<file path="src/hw/byte_move_pkg.sv">
// shared types and constants of the byte move datapath
package byte_move_pkg;

  localparam int WORD_W = 16;
  localparam int ACC_W = 32;
  localparam int RPT_W = 16;

  // accumulator half boundaries and byte lanes of a word
  localparam int HALF_LO_BIT = 0;
  localparam int HALF_HI_BIT = 16;
  localparam int LANE_HI_BIT = 8;
  localparam int SIGN_BIT = 15;

  // reset values
  localparam logic [ACC_W-1:0] ACC_RST = 32'h0000_0000;
  localparam logic [RPT_W-1:0] RPT_RST = 16'h0000;
  localparam logic [7:0] ZERO_BYTE = 8'h00;
  localparam logic [WORD_W-1:0] ZERO_WORD = 16'h0000;

  // condition codes
  localparam logic [3:0] CC_NEQ = 4'h0;
  localparam logic [3:0] CC_EQ = 4'h1;
  localparam logic [3:0] CC_GT = 4'h2;
  localparam logic [3:0] CC_GEQ = 4'h3;
  localparam logic [3:0] CC_LT = 4'h4;
  localparam logic [3:0] CC_LEQ = 4'h5;
  localparam logic [3:0] CC_HI = 4'h6;
  localparam logic [3:0] CC_HIS = 4'h7;
  localparam logic [3:0] CC_LO = 4'h8;
  localparam logic [3:0] CC_LOS = 4'h9;
  localparam logic [3:0] CC_NOV = 4'ha;
  localparam logic [3:0] CC_OV = 4'hb;
  localparam logic [3:0] CC_NTC = 4'hc;
  localparam logic [3:0] CC_TC = 4'hd;
  localparam logic [3:0] CC_NBIO = 4'he;
  localparam logic [3:0] CC_UNC = 4'hf;

  typedef enum logic [1:0] {
    OP_LOAD_LOW  = 2'h0,
    OP_LOAD_HIGH = 2'h1,
    OP_STORE     = 2'h2,
    OP_CONDITION_CODE      = 2'h3
  } byte_move_op_t;

  typedef enum logic [1:0] {
    ST_IDLE = 2'b01,
    ST_READ = 2'b10
  } state_t;

  typedef struct packed {
    byte_move_op_t op;
    logic acc_half_sel;
    logic [3:0] condition_code;
    logic [7:0] imm8;
    logic parity_mode;
    logic offset_odd;
    logic operand_is_acc;
    logic operand_half;
    logic [WORD_W-1:0] addr;
  } byte_req_t;

  typedef struct packed {
    logic n;
    logic z;
    logic c;
    logic v;
    logic tc;
    logic branch_input_pin;
  } condition_code_flags_t;

endpackage

</file>
<file path="src/hw/condition_eval.sv">
// evaluates a 4-bit condition code against the status flags
`timescale 1ns/1ps
module condition_eval
  import byte_move_pkg::*;
(
  input wire logic [3:0] condition_code_i,
  input wire condition_code_flags_t flags_i,
  output logic condition_code_true_o,
  output logic tests_v_o
);

  always_comb begin
    unique case (condition_code_i)
      CC_NEQ: condition_code_true_o = !flags_i.z;
      CC_EQ: condition_code_true_o = flags_i.z;
      CC_GT: condition_code_true_o = !flags_i.z && !flags_i.n;
      CC_GEQ: condition_code_true_o = !flags_i.n;
      CC_LT: condition_code_true_o = flags_i.n;
      CC_LEQ: condition_code_true_o = flags_i.z || flags_i.n;
      CC_HI: condition_code_true_o = flags_i.c && !flags_i.z;
      CC_HIS: condition_code_true_o = flags_i.c;
      CC_LO: condition_code_true_o = !flags_i.c;
      CC_LOS: condition_code_true_o = !flags_i.c || flags_i.z;
      CC_NOV: condition_code_true_o = !flags_i.v;
      CC_OV: condition_code_true_o = flags_i.v;
      CC_NTC: condition_code_true_o = !flags_i.tc;
      CC_TC: condition_code_true_o = flags_i.tc;
      CC_NBIO: condition_code_true_o = !flags_i.branch_input_pin;
      CC_UNC: condition_code_true_o = 1'b1;
    endcase
  end

  // overflow-testing codes clear the overflow flag
  assign tests_v_o = (condition_code_i == CC_NOV) ||
                     (condition_code_i == CC_OV);

endmodule

</file>
<file path="src/hw/byte_move_datapath.sv">
// byte load, byte store and conditional constant store datapath
`timescale 1ns/1ps

// How it works
// - low-byte load puts selected byte in bits 7..0, clears bits 15..8
// - indexed forms pick low byte for even offset, high byte for odd
// - parity pick only for 3-bit immediate or aux index zero/one forms
// - high-byte load writes bits 15..8 and keeps bits 7..0
// - after byte loads N is bit 15 and Z flags a zero half
// - byte ops are never repeated; they clear the repeat counter unless a repeat load comes in the same cycle
// - conditional store writes zero-extended constant only when true
// - codes 0..5 test zero and negative flags
// - codes 6..9 test carry and zero flags
// - codes 10..15 test overflow, test bit, branch pin, or always
// - pointer modification happens whether or not condition holds
// - conditional store sets N and Z only if true and target is a half
// - codes testing overflow clear the overflow flag
// - byte store writes low byte of a half into selected byte lane
// - byte store reads, merges and writes back the whole word
// - byte store into an accumulator half updates N and Z
module byte_move_datapath
  import byte_move_pkg::*;
(
  input wire logic clk_i,
  input wire logic rst_n_i,
  input wire logic op_valid_i,
  input wire byte_req_t op_req_i,
  input wire logic mem_rvalid_i,
  input wire logic [WORD_W-1:0] mem_rdata_i,
  input wire logic acc_wr_i,
  input wire logic [ACC_W-1:0] acc_wdata_i,
  input wire logic carry_flag_i,
  input wire logic test_bit_flag_i,
  input wire logic branch_input_pin_i,
  input wire logic overflow_set_i,
  input wire logic repeat_load_i,
  input wire logic [RPT_W-1:0] repeat_value_i,
  output logic busy_o,
  output logic done_o,
  output logic ptr_mod_o,
  output logic mem_rd_o,
  output logic mem_wr_o,
  output logic [WORD_W-1:0] mem_addr_o,
  output logic [WORD_W-1:0] mem_wdata_o,
  output logic [ACC_W-1:0] accumulator32_o,
  output logic flag_n_o,
  output logic flag_z_o,
  output logic flag_v_o,
  output logic [RPT_W-1:0] repeat_counter_o
);

  ////////////////////////////////////////////////////////////////////////
  // helpers

  function automatic logic [7:0] pick_byte(input logic [WORD_W-1:0] w,
                                           input logic hi);
    pick_byte = hi ? w[LANE_HI_BIT +: 8] : w[HALF_LO_BIT +: 8];
  endfunction

  function automatic logic [WORD_W-1:0] merge_byte(
      input logic [WORD_W-1:0] w, input logic [7:0] b, input logic hi);
    merge_byte = hi ? {b, w[LANE_HI_BIT-1:0]} : {w[WORD_W-1:LANE_HI_BIT], b};
  endfunction

  function automatic logic [WORD_W-1:0] half_of(
      input logic [ACC_W-1:0] acc, input logic upper);
    half_of = upper ? acc[HALF_HI_BIT +: WORD_W] : acc[HALF_LO_BIT +: WORD_W];
  endfunction

  // one byte lane of one accumulator half, used by the checks
  function automatic logic [7:0] half_byte(input logic [ACC_W-1:0] acc,
      input logic upper, input logic hi);
    half_byte = pick_byte(half_of(acc, upper), hi);
  endfunction

  ////////////////////////////////////////////////////////////////////////
  // request selection and result computation

  state_t state;
  byte_req_t req_q;
  byte_req_t src;
  logic accept;
  logic finish;
  logic hi_lane;
  logic [WORD_W-1:0] word;
  logic [7:0] sel_byte;
  logic [WORD_W-1:0] src_half;
  logic [WORD_W-1:0] result;
  logic result_half;
  logic acc_we;
  logic mem_we;
  logic condition_code_true;
  logic tests_v;
  logic v_clear;
  condition_code_flags_t flags;

  assign accept = op_valid_i && (state == ST_IDLE);
  assign src = (state == ST_IDLE) ? op_req_i : req_q;
  // operand word comes from the accumulator half or from memory
  assign word = (state == ST_IDLE) ?
                half_of(accumulator32_o, src.operand_half) : mem_rdata_i;
  assign finish = (accept && (src.operand_is_acc || src.op == OP_CONDITION_CODE)) ||
                  ((state == ST_READ) && mem_rvalid_i);
  assign hi_lane = src.parity_mode && src.offset_odd;
  assign sel_byte = pick_byte(word, hi_lane);
  assign src_half = half_of(accumulator32_o, src.acc_half_sel);

  assign flags = '{n: flag_n_o, z: flag_z_o, c: carry_flag_i, v: flag_v_o,
                   tc: test_bit_flag_i, branch_input_pin: branch_input_pin_i};

  condition_eval u_condition_code (
    .condition_code_i(src.condition_code),
    .flags_i(flags),
    .condition_code_true_o(condition_code_true),
    .tests_v_o(tests_v)
  );

  always_comb begin
    result = ZERO_WORD;
    result_half = src.operand_half;
    unique case (src.op)
      OP_LOAD_LOW: begin
        result = {ZERO_BYTE, sel_byte};
        result_half = src.acc_half_sel;
      end
      OP_LOAD_HIGH: begin
        result = {sel_byte, src_half[7:0]};
        result_half = src.acc_half_sel;
      end
      OP_STORE: begin
        result = merge_byte(word, src_half[7:0], hi_lane);
      end
      OP_CONDITION_CODE: result = {ZERO_BYTE, src.imm8};
    endcase
  end

  assign acc_we = finish &&
                  ((src.op == OP_LOAD_LOW) || (src.op == OP_LOAD_HIGH) ||
                   (src.operand_is_acc &&
                    ((src.op == OP_STORE) || condition_code_true)));
  assign mem_we = finish && !src.operand_is_acc &&
                  ((src.op == OP_STORE) ||
                   ((src.op == OP_CONDITION_CODE) && condition_code_true));
  assign v_clear = finish && (src.op == OP_CONDITION_CODE) && tests_v;

  ////////////////////////////////////////////////////////////////////////
  // sequencing

  always_ff @(posedge clk_i or negedge rst_n_i) begin
    if (!rst_n_i) begin
      state <= ST_IDLE;
    end else begin
      unique case (state)
        ST_IDLE: if (accept && !finish) state <= ST_READ;
        ST_READ: if (mem_rvalid_i) state <= ST_IDLE;
      endcase
    end
  end

  always_ff @(posedge clk_i or negedge rst_n_i) begin
    if (!rst_n_i) begin
      req_q <= '0;
    end else if (accept) begin
      req_q <= op_req_i;
    end
  end

  always_ff @(posedge clk_i or negedge rst_n_i) begin
    if (!rst_n_i) begin
      busy_o <= 1'b0;
      done_o <= 1'b0;
      ptr_mod_o <= 1'b0;
    end else begin
      busy_o <= (accept && !finish) || ((state == ST_READ) && !mem_rvalid_i);
      done_o <= finish;
      ptr_mod_o <= accept;
    end
  end

  ////////////////////////////////////////////////////////////////////////
  // memory side

  always_ff @(posedge clk_i or negedge rst_n_i) begin
    if (!rst_n_i) begin
      mem_rd_o <= 1'b0;
      mem_wr_o <= 1'b0;
      mem_addr_o <= ZERO_WORD;
      mem_wdata_o <= ZERO_WORD;
    end else begin
      mem_rd_o <= accept && !finish;
      mem_wr_o <= mem_we;
      if (accept) begin
        mem_addr_o <= op_req_i.addr;
      end
      if (mem_we) begin
        mem_wdata_o <= result;
      end
    end
  end

  ////////////////////////////////////////////////////////////////////////
  // accumulator and flags

  always_ff @(posedge clk_i or negedge rst_n_i) begin
    if (!rst_n_i) begin
      accumulator32_o <= ACC_RST;
    end else if (acc_we) begin
      if (result_half) begin
        accumulator32_o[HALF_HI_BIT +: WORD_W] <= result;
      end else begin
        accumulator32_o[HALF_LO_BIT +: WORD_W] <= result;
      end
    end else if (acc_wr_i) begin
      accumulator32_o <= acc_wdata_i;
    end
  end

  // flags follow any half written by an operation here; acc_wr_i loads leave them unchanged
  always_ff @(posedge clk_i or negedge rst_n_i) begin
    if (!rst_n_i) begin
      flag_n_o <= 1'b0;
      flag_z_o <= 1'b0;
    end else if (acc_we) begin
      flag_n_o <= result[SIGN_BIT];
      flag_z_o <= (result == ZERO_WORD);
    end
  end

  // a new overflow event wins over the clear
  always_ff @(posedge clk_i or negedge rst_n_i) begin
    if (!rst_n_i) begin
      flag_v_o <= 1'b0;
    end else if (overflow_set_i) begin
      flag_v_o <= 1'b1;
    end else if (v_clear) begin
      flag_v_o <= 1'b0;
    end
  end

  always_ff @(posedge clk_i or negedge rst_n_i) begin
    if (!rst_n_i) begin
      repeat_counter_o <= RPT_RST;
    end else if (repeat_load_i) begin
      repeat_counter_o <= repeat_value_i;
    end else if (accept) begin
      repeat_counter_o <= RPT_RST;
    end
  end
endmodule

</file>
<file path="config.mk">
export PLATFORM = sky130hd
export DESIGN_NAME = byte_move_datapath
export DESIGN_NICKNAME = d
export VERILOG_FILES = /design/src/hw/byte_move_pkg.sv /design/src/hw/condition_eval.sv /design/src/hw/byte_move_datapath.sv
export SDC_FILE = /design/constraint.sdc
export NUM_CORES = 1
export LEC_CHECK = 0
export BUFFER_PORTS_ARGS = -buffer_cell sky130_fd_sc_hd__buf_2
export CAP_MARGIN = 20
export CORE_UTILIZATION = 27
export DETAILED_ROUTE_END_ITERATION = 10
export SETUP_SLACK_MARGIN = 0.5
export SLEW_MARGIN = 20
export SYNTH_ARGS = -nofsm -noshare
export SYNTH_HDL_FRONTEND = slang
export SYNTH_SLANG_ARGS = --single-unit
</file>
<file path="constraint.sdc">
create_clock -name clk_i -period 2.8 [get_ports clk_i]
set_input_delay 0.28 -clock clk_i [delete_from_list [all_inputs] [get_ports clk_i]]
set_output_delay 0.28 -clock clk_i [all_outputs]
set_load 0.01 [all_outputs]
</file>
==> impl_summary.txt <==
----------------------------------------------------
[Pwr]
  Leakage power total ... 4.37 nW
  Relative contribution of sequential cells to total power ... between 20% and 30%
  Part of the power in combinational logic ... between 60% and 70%
  Internal Pwr Total ... between 0.006 and 0.007 W
  Proportion of total power due to net switching ... around two fifths
  Max rail drop VDD ... 0.578 mV
  Sw Pwr ... between 0.004 and 0.005 W
  Clock Power Share ... between 10% and 20%
  Pwr per Cell Area ... about 1200 nW/um^2

[Clock network]
  Num CTS Buffers ... 9
  Clock root buffer ... clkbuf_16
  CTS H-tree depth ... 3
  TritonCTS clock tree ... done
  Number of buffers on the longest clock path ... 2
  Clock latency reported for the late side of the worst-skew pair ... around 0.35 ns
  Clk slew on worst S/H paths ... 0.07 ns
  Clock Sinks ... ~110

[Logic synthesis]
  Library cell with the largest summed area after synthesis ... dfrtp_1
  Per-instance average area after synthesis ... approximately 9.6 sq um
  Post-Synthesis Net Count ... between 700 and 800
  Fraction of the yosys area taken by sequential cells ... 44.3%
  Share of the synthesized area in compound gates (AO/OA/AOI/OAI) ... a little under a fifth
  Post-synthesis simple-gate area fraction ... around an eighth
  Share of async-settable or async-resettable flops after synthesis ... 100%
  Most repeated cell in the gate-level netlist after synthesis ... dfrtp_1
  Synth cell count leaders ... dfrtp_1 (108), inv_1 (74), nand2_1 (71)
  Post-synth cell types ... 60
  Area of the mapped netlist ... slightly above 6000 sq um
  Number of synthesized register bits ... about 110
  Number of enable flip-flop cells after synthesis ... 0
  Leading register cell type out of synthesis ... dfrtp_1
  Synthesized-area fraction occupied by adder cells ... 0%
  Top post-synthesis cells by area ... dfrtp_1 (44%), mux2_2 (8.8%), mux2i_1 (5.4%), a222oi_1 (4.9%), inv_1 (4.5%)
  Count of mapped cells out of synthesis ... around 640
  Multiplexer fraction of the synthesized cell area ... ~15%
  Largest family of logic cells by synthesized area ... compound AO/OA/AOI/OAI gates
  Xor and xnor fraction of the mapped netlist area ... 0.569%
  Share of Yosys cell area claimed by the top area cell type ... a little over two fifths
  Warnings, synthesis ... 0

[Detailed routing]
  Total Wirelength ... between 20000 and 25000 um
  Number of detailed-routing iterations run before antenna repair ... 6
  Residual DRC ... 0
  Via Count ... between 5000 and 6000
  Antenna Nets Post-Route ... 0
  Number of violations reported at the end of detailed-routing iteration 0 ... 438
  Post-DR wirelength/cell ... 18.1 um
  Vias per cell ... 5.03

[STA]
  Fin Hold WS ... approximately 0.12 ns
  Largest clock skew in the final design ... roughly 0.0083 ns
  Setup TNS ... -7.24 ns
  Final setup viols ... roughly 50
  Minimum clock period ... a little over 3 ns
  Post-layout worst setup margin ... -0.219 ns
  Slew of the pin with the lowest slew margin ... between 0.5 and 0.6 ns
  Worst slew margin relative to its limit ... between 60% and 70%
  Fin. max-slew vios ... 0
  Max Fclk ... between 0.3 and 0.4 GHz
  Total count of hold-check failures in the final report ... 0
  Crit share post-route ... 108%
  Unrepaired setup endpoints after global routing ... yes

[Final layout]
  Area added between synthesis and finish ... 43.5%
  Final cell count without fillers ... around 1200
  Final Net Count ... a little over 1000
  Filler cells ... roughly 2200
  Share of layout cells above drive strength 1 ... approximately 45%

[Critical path]
  Maximum net fanout on the critical path ... 7
  Data arrival time of the critical path ... 3.25 ns
  Classification of the worst setup path ... reg -> reg
  Nature of the critical path startpoint ... flip-flop
  CP Capture Type ... flip-flop
  Critical path data required time ... just over 3 ns

[GRT]
  Number of global-route vias before repair ... 5835
  Total grt overflow ... 0
  Antenna violations before repair ... 3
  Wire length of the first global-routing pass ... roughly 33000 um
  Total routing resource utilization after global routing ... 18.0%
  Maximum number of pins on one net before global-route repair ... 48

[Floorplanning]
  Die boundary width ... 153 um
  Die area ... ~23000 sq um
  Number of rows created at floorplan ... 54
  Initial Utilization ... between 20 and 30%
  Core outline area ... 22100 sq um
  Height of the chip ... between 150 and 200 um
  Top-level port count ... between 150 and 200

[Placement]
  Placed cell count ... between 1000 and 1500
  Number of buffers inserted by port buffering ... between 150 and 200
  Weighted congestion at the end of routability-driven global placement ... ~0.88
  Post-DP HPWL ... around 16000 um

[Outcome]
  Violations in the final reports ... setup timing
  Run status ... finished with violations

[Job]
  Number of maximum-capacitance violations ... 0

[Min path]
  Worst min-delay path category ... in -> reg

----------------------------------------------------
## registers in the layout (all words and copies together) (netlist names)
signal,cells
flag_v_o,1
mem_wdata_o,16
req_q,19
flag_z_o,1
flag_n_o,1
busy_o,1
done_o,1
ptr_mod_o,1
repeat_counter_o,16
mem_wr_o,1
accumulator32_o,32
mem_addr_o,16
state,2
mem_rd_o,1
## logic make-up (layout without fill, tap and decap cells)
group           count (synthesis)  after routing
compound gates                162            162
simple gates                  152            152
buf+inv                       128            396
flops                         109            109
mux                            84             84
xor+xnor                        4              4
other cells                     0              1
## through the flow
stage | instance area (sq um) | util [%] | power [W] | setup WS [ns]
5_1_grt | 8840 | 40.0 | 0.0113 | -0.328
4_1_cts | 8520 | 38.5 | 0.0102 | -0.177
3_5_place_dp | 7930 | 35.9 | 0.00834 | -0.549
3_3_place_gp | 7930 | 35.9 | 0.00824 | -0.412
6_report | 8840 | 40.0 | 0.0106 | -0.219
2_1_floorplan | 6180 | - | 0.00591 | -0.166
## power by group through the flow
stage / registers, W / logic [W] / clock network [W]
floorplan: 0.00286 / 0.00306 / 0
global placement: 0.00278 / 0.00546 / 0
detailed placement: 0.00281 / 0.00554 / 0
CTS: 0.00279 / 0.00597 / 0.00140
global route: 0.00292 / 0.00690 / 0.00146
finish: 0.00282 / 0.00643 / 0.00135
## critical path, stage by stage, from the launching register on
cell	delay, ns
dfstp_2	0.53
nor2b_4	0.15
buf_4	0.11
buf_6	0.09
buf_6	0.09
mux2i_4	0.28
buf_6	0.17
a32o_1	0.19
a21oi_2	0.05
nor4_2	0.27
a21o_4	0.23
buf_6	0.12
mux2i_4	0.31
clkbuf_16	0.21
a222oi_1	0.09
## final timing paths
| kind | to | from | slack [ns] | cells after the start |
|---|---|---|---|---|
| worst max-delay path | accumulator32_o[29] | state[0] | -0.22 | 14 |
| worst min-delay path | flag_v_o | overflow_set_i | 0.12 | 2 |
| worst max register to register | accumulator32_o[29] | state[0] | -0.22 | 14 |
| worst min register to register | mem_addr_o[6] | mem_addr_o[6] | 0.50 | 1 |
| max in group asynchronous | state[0] | rst_n_i | 1.57 | 3 |
| min in group asynchronous | accumulator32_o[24] | rst_n_i | 0.43 | 2 |
## repair_timing
action / CTS / global route
pin swaps: 34 / 9
cloned: 1 / 3
hold buffers: 1 / 0
setup endpoints to repair: 51 / 51
hold endpoints to repair: 34 / 0
buffers inserted: 11 / 8
resized for setup: 35 / 41
## layer usage
metal  global-route usage (%)  vias to the layer above  part of all wire [%]
met5                        0                        -                  0.11
met4                     4.38                        4                   1.2
met3                     4.34                       21                   8.0
met2                     28.4                      283                    45
met1                     24.5                     2858                    45
li1                         -                     2811                     -
## final cells by class
cell class	count	area [sq um]	share of cell area [%]
antenna	1	2.50	0.0283
clock buffer	12	256	2.90
clock inverter	4	55.1	0.623
inverter	74	278	3.14
multi-input combinational	402	3130	35.4
sequential	109	2730	30.9
tap	280	350	3.96
timing repair buffer	306	2040	23.0
## cell usage in the layout (no fill, tap or decap), types with 5 or more instances in the layout
master	n
a221o_1	7
nand3_1	15
nor3_1	6
and3_1	6
nand2_1	68
buf_2	195
a222oi_1	30
o21ai_0	30
buf_6	17
clkbuf_16	12
mux2_2	40
mux2i_4	6
buf_4	82
mux2_4	8
buf_12	7
dfrtp_1	108
inv_1	74
mux2i_1	26
a21oi_1	31
nor2_1	23
o31ai_1	5
Note: power is estimated with default switching activity, not from simulation.
